File: config.mk
export PLATFORM = sky130hd
export DESIGN_NAME = cro_output_select
export DESIGN_NICKNAME = d
export VERILOG_FILES = /design/src/cro_pkg.sv /design/src/cro_output_select.sv /design/src/cro_refdiv.sv
export VERILOG_INCLUDE_DIRS = /design/src
export SDC_FILE = /design/constraint.sdc
export NUM_CORES = 1
export LEC_CHECK = 0
export BUFFER_PORTS_ARGS = -buffer_cell sky130_fd_sc_hd__buf_2
export CAP_MARGIN = 20
export CORE_MARGIN = 3
export CORE_UTILIZATION = 40
export CTS_BUF_LIST = sky130_fd_sc_hd__clkbuf_4
export DETAILED_ROUTE_END_ITERATION = 16
export PLACE_DENSITY = 0.77
export SLEW_MARGIN = 0
export SYNTH_ARGS = -nofsm -noshare
export SYNTH_HDL_FRONTEND = slang
export SYNTH_SLANG_ARGS = --single-unit
File: constraint.sdc
create_clock -name pclk -period 1.96 [get_ports pclk]
set_input_delay 0.098 -clock pclk [delete_from_list [all_inputs] [get_ports pclk]]
set_output_delay 0.098 -clock pclk [all_outputs]
set_load 0.05 [all_outputs]
File: src/cro_consts.svh
// constants for the cmos reference clock output selector
//
// Summary of operation
// (RL1) Power-down pin high forces both auxiliary outputs off, whatever the configuration.
// (RL2) Straps set the outputs at power-up; register mode fields replace them under override.
// (RL3) Straps pick the first output's divider; for the second they only switch it on.
// (RL4) A selected reference clock function wins over over-range on that pin.
// (RL5) The second output's clock function needs a nonzero first output code.
// (RL6) First output: code 0 off or over-range C, codes 1..3 give divide 1, 2, 4.
// (RL7) Second output: strap 0 off or over-range, else undivided; mode 0..3 as first.
// (RL8) Dual and single variants keep over-range codes disabled.
// (RL9) Timing reference is captured on a reference clock rising edge.
// (RL10) External reference is one pulse or periodic at a multiframe clock division.
// (RL11) 8b/10b periodic reference equals R times device clock over 10*F*K*n.
// (RL12) 64b/66b periodic reference denominator is 66*32*E*n.
// (RL13) Reference clock comes from the differential or single-ended input by select pin.
// (RL14) Dividers reset in power-down and change ratio only at a divided boundary.
`ifndef CRO_CONSTS_SVH
`define CRO_CONSTS_SVH

// ****************************************
// register map
// ****************************************
`define CRO_ADDR_W 12
`define CRO_OFS_CTRL 12'h000
`define CRO_OFS_STATUS 12'h004
`define CRO_OFS_SYSREF 12'h008
`define CRO_CTRL_RESET 6'h00
`define CRO_BIT_OVERRIDE 0
`define CRO_BIT_OVERRANGE_ENABLE 1
`define CRO_FLD_FIRST_LO 2
`define CRO_FLD_SECOND_LO 4

// ****************************************
// codes and counts
// ****************************************
`define CRO_CODE_OFF 2'h0
`define CRO_CODE_DIV1 2'h1
`define CRO_CODE_DIV2 2'h2
`define CRO_CODE_DIV4 2'h3
`define CRO_CNT_ZERO 2'h0
`define CRO_CNT_ONE 2'h1
`define CRO_QUAD_CHANNELS 4
`define CRO_NUM_OUTS 2

`endif

File: src/cro_pkg.sv
// types of the cmos reference clock output selector
package cro_pkg;
	typedef enum logic [2:0] {
		CRO_FN_OFF = 3'b000,
		CRO_FN_OVR = 3'b001,
		CRO_FN_DIV1 = 3'b010,
		CRO_FN_DIV2 = 3'b011,
		CRO_FN_DIV4 = 3'b100
	} cro_func_t;
endpackage

File: src/cro_output_select.sv
// auxiliary cmos reference clock output selector with apb registers
`timescale 1ns/100ps
`include "cro_consts.svh"
module cro_output_select
#(
	parameter int CHANNELS = `CRO_QUAD_CHANNELS
)
(
	input wire logic pclk,
	input wire logic presetn,
	input wire logic psel,
	input wire logic penable,
	input wire logic pwrite,
	input wire logic [31:0] paddr,
	input wire logic [31:0] pwdata,
	output logic [31:0] prdata,
	output logic pready,
	output logic pslverr,
	input wire logic power_down_pin,
	input wire logic [1:0] clock_cfg_straps,
	input wire logic refclk_source_select,
	input wire logic diff_refclk,
	input wire logic se_refclk,
	input wire logic overrange_c,
	input wire logic overrange_d,
	input wire logic sysref,
	output logic aux_out_first,
	output logic aux_out_second,
	output logic sysref_captured
);
	logic [5:0] ctrl;
	logic [15:0] sysref_count;
	logic ref_q;
	logic ref_prev;
	logic ref_rise;
	logic sysref_prev;
	logic access;
	logic [`CRO_ADDR_W-1:0] addr;
	cro_pkg::cro_func_t next_func [`CRO_NUM_OUTS];
	cro_pkg::cro_func_t func [`CRO_NUM_OUTS];
	logic [1:0] ratio [`CRO_NUM_OUTS];
	logic [`CRO_NUM_OUTS-1:0] div_out;
	logic [`CRO_NUM_OUTS-1:0] ovr_in;
	logic [`CRO_NUM_OUTS-1:0] aux_q;
	logic override;
	logic ovr_allowed;
	logic [1:0] first_code;
	logic [1:0] second_code;

	assign addr = paddr[`CRO_ADDR_W-1:0];
	assign access = psel & penable & pready;
	assign override = ctrl[`CRO_BIT_OVERRIDE];
	assign ovr_allowed = ctrl[`CRO_BIT_OVERRANGE_ENABLE] && (CHANNELS == `CRO_QUAD_CHANNELS); // RL8
	assign ovr_in = {overrange_d, overrange_c};
	assign ref_rise = ref_q & ~ref_prev;

	// ****************************************
	// apb slave, no wait states
	// ****************************************
	always_ff @(posedge pclk or negedge presetn)
	begin
		if (!presetn)
			pready <= 1'b0;
		else
			pready <= psel & ~penable;
	end

	always_ff @(posedge pclk or negedge presetn)
	begin
		if (!presetn)
		begin
			prdata <= 32'h00000000;
			pslverr <= 1'b0;
		end
		else if (psel & ~penable)
		begin
			pslverr <= !(addr == `CRO_OFS_CTRL || addr == `CRO_OFS_STATUS || addr == `CRO_OFS_SYSREF);
			case (addr)
				`CRO_OFS_CTRL: prdata <= {26'h0000000, ctrl};
				`CRO_OFS_STATUS: prdata <= {22'h000000, refclk_source_select, power_down_pin,
					clock_cfg_straps, func[1], func[0]};
				`CRO_OFS_SYSREF: prdata <= {16'h0000, sysref_count};
				default: prdata <= 32'h00000000;
			endcase
		end
		else if (!psel)
		begin
			prdata <= 32'h00000000;
			pslverr <= 1'b0;
		end
	end

	always_ff @(posedge pclk or negedge presetn)
	begin
		if (!presetn)
			ctrl <= `CRO_CTRL_RESET;
		else if (access && pwrite && addr == `CRO_OFS_CTRL)
			ctrl <= pwdata[5:0];
	end

	// ****************************************
	// reference clock pick and edge detect
	// ****************************************
	always_ff @(posedge pclk or negedge presetn)
	begin
		if (!presetn)
		begin
			ref_q <= 1'b0;
			ref_prev <= 1'b0;
		end
		else
		begin
			ref_q <= refclk_source_select ? se_refclk : diff_refclk; // RL13
			ref_prev <= ref_q;
		end
	end

	// ****************************************
	// function decode
	// ****************************************
	always_comb
	begin
		first_code = override ? ctrl[`CRO_FLD_FIRST_LO +: 2] : clock_cfg_straps; // RL2 RL3
		if (override)
			second_code = ctrl[`CRO_FLD_SECOND_LO +: 2]; // RL7
		else if (clock_cfg_straps == `CRO_CODE_OFF)
			second_code = `CRO_CODE_OFF;
		else
			second_code = `CRO_CODE_DIV1; // RL3
		for (int i = 0; i < `CRO_NUM_OUTS; i++)
		begin
			case (i == 0 ? first_code : second_code) // RL4 RL6 RL7
				`CRO_CODE_DIV1: next_func[i] = cro_pkg::CRO_FN_DIV1;
				`CRO_CODE_DIV2: next_func[i] = cro_pkg::CRO_FN_DIV2;
				`CRO_CODE_DIV4: next_func[i] = cro_pkg::CRO_FN_DIV4;
				default: next_func[i] = ovr_allowed ? cro_pkg::CRO_FN_OVR : cro_pkg::CRO_FN_OFF;
			endcase
		end
		if (first_code == `CRO_CODE_OFF && next_func[1] != cro_pkg::CRO_FN_OVR)
			next_func[1] = cro_pkg::CRO_FN_OFF; // RL5
		if (power_down_pin)
		begin
			next_func[0] = cro_pkg::CRO_FN_OFF; // RL1
			next_func[1] = cro_pkg::CRO_FN_OFF; // RL1
		end
	end

	// ****************************************
	// per output divider and pin register
	// ****************************************
	genvar g;
	generate
		for (g = 0; g < `CRO_NUM_OUTS; g++)
		begin : g_out
			always_ff @(posedge pclk or negedge presetn)
			begin
				if (!presetn)
					func[g] <= cro_pkg::CRO_FN_OFF;
				else
					func[g] <= next_func[g];
			end

			always_comb
			begin
				case (func[g])
					cro_pkg::CRO_FN_DIV2: ratio[g] = `CRO_CODE_DIV2;
					cro_pkg::CRO_FN_DIV4: ratio[g] = `CRO_CODE_DIV4;
					default: ratio[g] = `CRO_CODE_DIV1;
				endcase
			end

			cro_refdiv u_div
			(
				.pclk(pclk),
				.presetn(presetn),
				.clear(power_down_pin),
				.ref_level(ref_q),
				.ref_rise(ref_rise),
				.ratio(ratio[g]),
				.div_out(div_out[g])
			);

			always_ff @(posedge pclk or negedge presetn)
			begin
				if (!presetn)
					aux_q[g] <= 1'b0;
				else if (power_down_pin)
					aux_q[g] <= 1'b0; // RL1
				else
				begin
					case (func[g])
						cro_pkg::CRO_FN_OFF: aux_q[g] <= 1'b0;
						cro_pkg::CRO_FN_OVR: aux_q[g] <= ovr_in[g];
						default: aux_q[g] <= div_out[g]; // RL4
					endcase
				end
			end
		end
	endgenerate

	assign aux_out_first = aux_q[0];
	assign aux_out_second = aux_q[1];

	// ****************************************
	// timing reference capture
	// ****************************************
	always_ff @(posedge pclk or negedge presetn)
	begin
		if (!presetn)
		begin
			sysref_prev <= 1'b0;
			sysref_captured <= 1'b0;
		end
		else
		begin
			if (ref_rise)
				sysref_prev <= sysref;
			sysref_captured <= ref_rise & sysref & ~sysref_prev; // RL9
		end
	end

	always_ff @(posedge pclk or negedge presetn)
	begin
		if (!presetn)
			sysref_count <= 16'h0000;
		else if (sysref_captured)
			sysref_count <= sysref_count + 16'h0001;
	end
endmodule // cro_output_select

File: src/cro_refdiv.sv
// reference clock divider for one auxiliary output
`timescale 1ns/100ps
`include "cro_consts.svh"
module cro_refdiv
(
	input wire logic pclk,
	input wire logic presetn,
	input wire logic clear,
	input wire logic ref_level,
	input wire logic ref_rise,
	input wire logic [1:0] ratio,
	output logic div_out
);
	logic [1:0] cnt;
	logic [1:0] active_ratio;

	// ****************************************
	// edge counter, held clear in power-down
	// ****************************************
	always_ff @(posedge pclk or negedge presetn)
	begin
		if (!presetn)
			cnt <= `CRO_CNT_ZERO;
		else if (clear)
			cnt <= `CRO_CNT_ZERO; // RL14
		else if (ref_rise)
			cnt <= cnt + `CRO_CNT_ONE;
	end

	// ratio is only taken up where all divided phases restart
	always_ff @(posedge pclk or negedge presetn)
	begin
		if (!presetn)
			active_ratio <= `CRO_CODE_DIV1;
		else if (clear || (ref_rise && cnt == `CRO_CNT_ZERO))
			active_ratio <= ratio; // RL14
	end

	always_ff @(posedge pclk or negedge presetn)
	begin
		if (!presetn)
			div_out <= 1'b0;
		else if (clear)
			div_out <= 1'b0;
		else
		begin
			case (active_ratio)
				`CRO_CODE_DIV2: div_out <= cnt[0];
				`CRO_CODE_DIV4: div_out <= cnt[1];
				default: div_out <= ref_level;
			endcase
		end
	end
endmodule // cro_refdiv

==> flow_metrics.tcl, run 1 <==
set metrics [dict create \
    yosys-top-cells-area "dfrtp_1, mux2_2, xnor2_1" \
    hold_path.class "in -> reg" \
    port-buffer-count 52 \
    fin_skew_ps 8.784 \
    async_flop_share 1.000 \
    syn_to_final_growth_pct 18.47 \
    ys_ff_latch 62 \
    fin_crit_sh 0.8431 \
    drv_slew 0 \
    power_density_nw_per_um2 702.7 \
    synth_ff_type "dfrtp_1" \
    startpoint_type "flop" \
    netlist_area_sq_um 2987 \
    finalSetupTns_ps 0 \
    core_area_sq_um 7019 \
    synth_warnings 0 \
    grt_use_total 0.1475 \
    clockBufferDepth 2 \
    synth_top_area_frac 0.5027 \
    clk_latency_ps 400 \
    outcome "finished, final reports clean" \
    postCtsSetupBuffers 0 \
    gp_congestion 0.7855 \
    maxSlewHeadroom 0.6156 \
    syn_inst 267 \
    grt_remaining_overflow 0 \
    numCtsBuffers 9 \
    multi_input_area_sq_um 1299 \
    n_fill_cell 640 \
    ios 115 \
    die_area_sq_um 8540 \
    drc 0 \
    rows 30 \
    die_h_microns 92.41 \
    syn_area_per_cell_sq_um 11.19 \
    first_global_vias 2144 \
    cts_tree "built" \
    vias_per_cell 4.865 \
    cp.arrival_ps 1950 \
    drt_wl_total_microns 6071 \
    vias 2126 \
    antenna_found_initial 0 \
    r2r-end "sysref_count[11]" \
    post_drt_wl_per_cell_microns 13.89 \
    first_iter_violations 63 \
    firstDrtPassIters 4 \
    critPathKind "reg -> reg" \
    drive_gt1_frac 0.2727 \
    root_buffer "clkbuf_4" \
    synth-seq-area-share 0.5203 \
    worstPathRequired_ps 2250 \
    rr_startpoint "sysref_captured" \
    r2r_cells 4 \
    grt_pass1_wl_microns 9942 \
    nets 424 \
    synth_top_area_cell "dfrtp_1" \
    path_clk_slew_ps 90 \
    ant_nets 0 \
    start_util 0.4255 \
    n_antenna_cell 0 \
    setup_viol 0 \
    end_kind "flop" \
    reg2reg_setup_slack_ps 310 \
    ys_types 38 \
    path_max_fanout 6 \
    die_w_microns 92.41 \
    cts.sinks 62 \
    rsz0062_at_grt "no" \
    grt_max_degree 40 \
    worst_slew_pin_slew_ps 576.6 \
    max_freq_mhz 605.1 \
    vdd_drop_max_mv 0.2806 \
    cp-endpoint "sysref_count[11]" \
    synth_edf_count 0 \
    finalHoldViolCount 0 \
    cts_max_level 3 \
    detailed_place_hpwl_microns 4366 \
    regArea_sq_um 1554 \
    whs_ps 64.26 \
    max-cap-violations 0 \
    finish.utilization 0.5041 \
    power.static_leakage_uw 0.001775 \
    setup.worst_path.start "sysref_captured" \
    fin_crit_ps 1653 \
]
==> logic make-up (layout without fill, tap and decap cells) <==
logic type / Yosys count / count (layout) / share of synthesized area
fa+ha+maj: 9 / 9 / 0.03770
compound gates: 42 / 42 / 0.09384
buf+inv: 34 / 93 / 0.06368
other cells: 1 / 16 / 0.001256
mux: 23 / 23 / 0.08295
xor+xnor: 17 / 17 / 0.04986
simple gates: 79 / 79 / 0.1504
flops: 62 / 62 / 0.5203
==> worst max-delay path, stage by stage (launching register included) <==
cell	delay (ps)
dfrtp_1	450
nand4_1	240
nor3_1	520
nand4_1	180
xnor2_1	150
==> report_power, final <==
group / switching [uW] / total (uW) / internal (uW)
registers: 70.9 / 1420 / 1350
clock network: 418 / 706 / 287
logic: 223 / 363 / 140
total: 712 / 2490 / 1770
==> worst min path at each step <==
stage	depth (start not counted)	endpoint	start	slack (ps)
floorplan	0	aux_out_first	presetn	-200
global placement	1	prdata[15]	presetn	110
detailed placement	1	sysref_count[15]	presetn	130
CTS	3	prdata[7]	clock_cfg_straps[1]	50
global route	3	prdata[6]	clock_cfg_straps[0]	80
finish	3	prdata[7]	clock_cfg_straps[1]	60
==> flip-flops by register name (all words and copies together) (netlist names) <==
name / flops
prdata: 16
sysref_count: 16
ctrl: 6
func: 6
g_out.u_div.active_ratio: 4
g_out.u_div.cnt: 4
g_out.u_div.div_out: 2
aux_out_first: 1
aux_out_second: 1
pready: 1
pslverr: 1
ref_prev: 1
ref_q: 1
sysref_captured: 1
sysref_prev: 1
==> cells in the mapped netlist (4+ instances only) <==
| library cell | count |
|---|---|
| inv_1 | 10 |
| mux2_2 | 14 |
| nand4_1 | 5 |
| a22oi_1 | 4 |
| clkbuf_1 | 6 |
| a22o_1 | 6 |
| and3_1 | 5 |
| dfrtp_1 | 60 |
| xnor2_1 | 14 |
| o21ai_0 | 11 |
| nor2b_1 | 5 |
| a21oi_1 | 11 |
| buf_4 | 16 |
| mux2i_1 | 9 |
| ha_1 | 9 |
| nand2_1 | 20 |
| nand3_1 | 5 |
| nor2_1 | 23 |
==> through the flow <==
step / total power, uW / instance area [sq um] / std cells / setup WS [ps]
floorplan: 1693 / 3043 / 282 / 252.7
global placement: 1773 / 3306 / 409 / 332.3
detailed placement: 1788 / 3306 / 409 / 313.2
CTS: 2510 / 3538 / 437 / 298.3
global route: 2610 / 3538 / 437 / 151.4
finish: 2486 / 3538 / 437 / 307.5
==> what timing repair did <==
action,4_1_cts,5_1_grt
endpoints found under the hold margin,35,0
hold buffers,13,0
gates resized for setup,0,0
==> final cells by class <==
type / count / area share
multi-input combinational: 186 / 0.3670
tap: 96 / 0.03395
clock inverter: 3 / 0.003536
clock buffer: 12 / 0.02546
timing repair buffer: 68 / 0.1202
sequential: 62 / 0.4392
inverter: 10 / 0.01061
==> per-layer routing <==
metal	global-route usage	wire length, microns	vias to the layer above
li1	-	-	1029
met1	0.1971	2947	1019
met2	0.2272	2646	67
met3	0.03818	364	11
met4	0.06188	112	0
met5	0	0	-
==> layout by cell type, fill, tap and decap left out, types with 6 or more instances in the layout <==
cell type,synthesis,layout
a22o_1,6,6
xnor2_1,14,14
a21oi_1,11,11
o21ai_0,11,11
clkbuf_4,0,12
inv_1,10,10
dlygate4sd3_1,0,13
buf_2,2,52
mux2_2,14,14
nor2_1,23,23
conb_1,1,16
mux2i_1,9,9
nand2_1,20,20
dfrtp_1,60,60
ha_1,9,9
Note: power is estimated with default switching activity, not from simulation.
==> run 2: changes to the inputs <==
==> constraint.sdc (replaced) <==
create_clock -name pclk -period 1.63 [get_ports pclk]
set_input_delay 0.0815 -clock pclk [delete_from_list [all_inputs] [get_ports pclk]]
set_output_delay 0.0815 -clock pclk [all_outputs]
set_load 0.05 [all_outputs]
==> flow_metrics.tcl, run 2 (same netlist as run 1, synthesis figures left out) <==
set metrics [dict create \
    ant_nets 0 \
    grt_remaining_overflow 0 \
    root_buffer "clkbuf_4" \
    max_freq_mhz 661.9 \
    finalHoldViolCount 0 \
    n_antenna_cell 0 \
    fin_crit_sh 0.9269 \
    critPathKind "reg -> reg" \
    max-cap-violations 0 \
    vias 2152 \
    rows 30 \
    drc 0 \
    drive_gt1_frac 0.3046 \
    dpl.cell_count 414 \
    path_clk_slew_ps 110 \
    start_util 0.4255 \
    top_regs "prdata: 16 flops, sysref_count: 16 flops" \
    hold_path.class "in -> reg" \
    drt_wl_total_microns 6138 \
    power_uw 3374 \
    setup_viol 0 \
    firstDrtPassIters 5 \
    syn_to_final_growth_pct 22.33 \
    startpoint_type "flop" \
    worstPathRequired_ps 1910 \
    port-buffer-count 52 \
    power_density_nw_per_um2 923.6 \
    gp_congestion 0.7860 \
    drv_slew 0 \
    clockBufferDepth 2 \
    path_max_fanout 4 \
    nets 430 \
    cts_tree "built" \
    die_w_microns 92.41 \
    cts_max_level 3 \
    grt_pass1_wl_microns 10050 \
    finalSetupTns_ps 0 \
    post_drt_wl_per_cell_microns 13.82 \
    worst_slew_pin_slew_ps 534.2 \
    cp.arrival_ps 1790 \
    vias_per_cell 4.847 \
    antenna_found_initial 0 \
    detailed_place_hpwl_microns 4513 \
    die_h_microns 92.41 \
    fin_crit_ps 1511 \
    final_cell_mix "dfrtp_1, buf_2, nor2_1" \
    fin_cells 444 \
    die_area_sq_um 8540 \
    maxSlewHeadroom 0.6432 \
    grt_max_degree 24 \
    core_area_sq_um 7019 \
    ios 115 \
    numCtsBuffers 9 \
    vdd_drop_max_mv 0.3505 \
    power.static_leakage_uw 0.001829 \
    outcome "finished, final reports clean" \
    end_kind "flop" \
    grt_use_total 0.1489 \
    first_iter_violations 107 \
    fin_skew_ps 13.26 \
    first_global_vias 2144 \
    mostFrequentLayoutCell "dfrtp_1" \
    cts.sinks 62 \
    clk_latency_ps 390 \
]
run 2: changes by cell type in the layout (fill, tap and decap cells not counted), moves of 2 or more:
cell,before,now
clkbuf_4,12,10
bufinv_16,0,2
dfrtp_2,0,2
buf_4,2,8
clkinv_1,2,0
dfrtp_1,60,58
run 2: critical path, stage by stage, from the launching register on:
cell and delay, ps:
dfrtp_1 420, ha_1 190, and3_1 210, nor3b_2 190, buf_4 160, nand3_1 100, xnor2_1 140
run 2: worst paths after layout:
path / from / to / slack, ps / depth (start not counted)
setup / recovery: sysref_count[1] / sysref_count[10] / 120 / 6
hold / removal: paddr[6] / pslverr / 50 / 5
setup reg to reg: sysref_count[1] / sysref_count[10] / 120 / 6
hold reg to reg: ref_q / ref_prev / 470 / 0
max in group asynchronous: presetn / g_out[0].u_div.active_ratio[0] / 830 / 3
min in group asynchronous: presetn / prdata[14] / 190 / 2
run 2: power breakdown:
part / switching, uW / leakage, uW / internal, uW
clock network: 552 / 0.0000864 / 637
logic: 285 / 0.000909 / 193
registers: 87.7 / 0.000833 / 1620
run 2: cell type report:
cell class                 count  area [sq um]
clock inverter                 6         86.33
sequential                    62          1556
inverter                      10         37.54
clock buffer                  10         75.07
multi-input combinational    186          1308
fill                         624          3366
timing repair buffer          74         470.5
tap                           96         120.1
run 2: what timing repair did:
item	4_1_cts	5_1_grt
setup buffers	0	1
gates resized for setup	0	3
endpoints found under the hold margin	33	0
hold buffers	13	0
setup endpoints to repair	0	3
run 2: metal layers:
| layer | share of wire | global-route usage | up-vias |
|---|---|---|---|
| met3 | 0.066 | 0.03981 | 10 |
| li1 | - | - | 1041 |
| met2 | 0.46 | 0.2296 | 67 |
| met5 | 0 | 0 | - |
| met1 | 0.46 | 0.1940 | 1034 |
| met4 | 0.016 | 0.07178 | 0 |
run 2: metrics by stage:
| stage | setup WS, ps | cell area, sq um | hold slack [ps] | util |
|---|---|---|---|---|
| 6_report | 119.2 | 3654 | 54.31 | 0.5205 |
| 5_1_grt | -52.11 | 3654 | 38.98 | 0.5205 |
| 4_1_cts | 82.27 | 3636 | 23.96 | 0.5180 |
| 3_5_place_dp | 82.60 | 3344 | 89.90 | 0.4765 |
| 3_3_place_gp | 111.6 | 3344 | 82.85 | 0.4765 |
| 2_1_floorplan | 70.13 | 3044 | -214.1 | - |
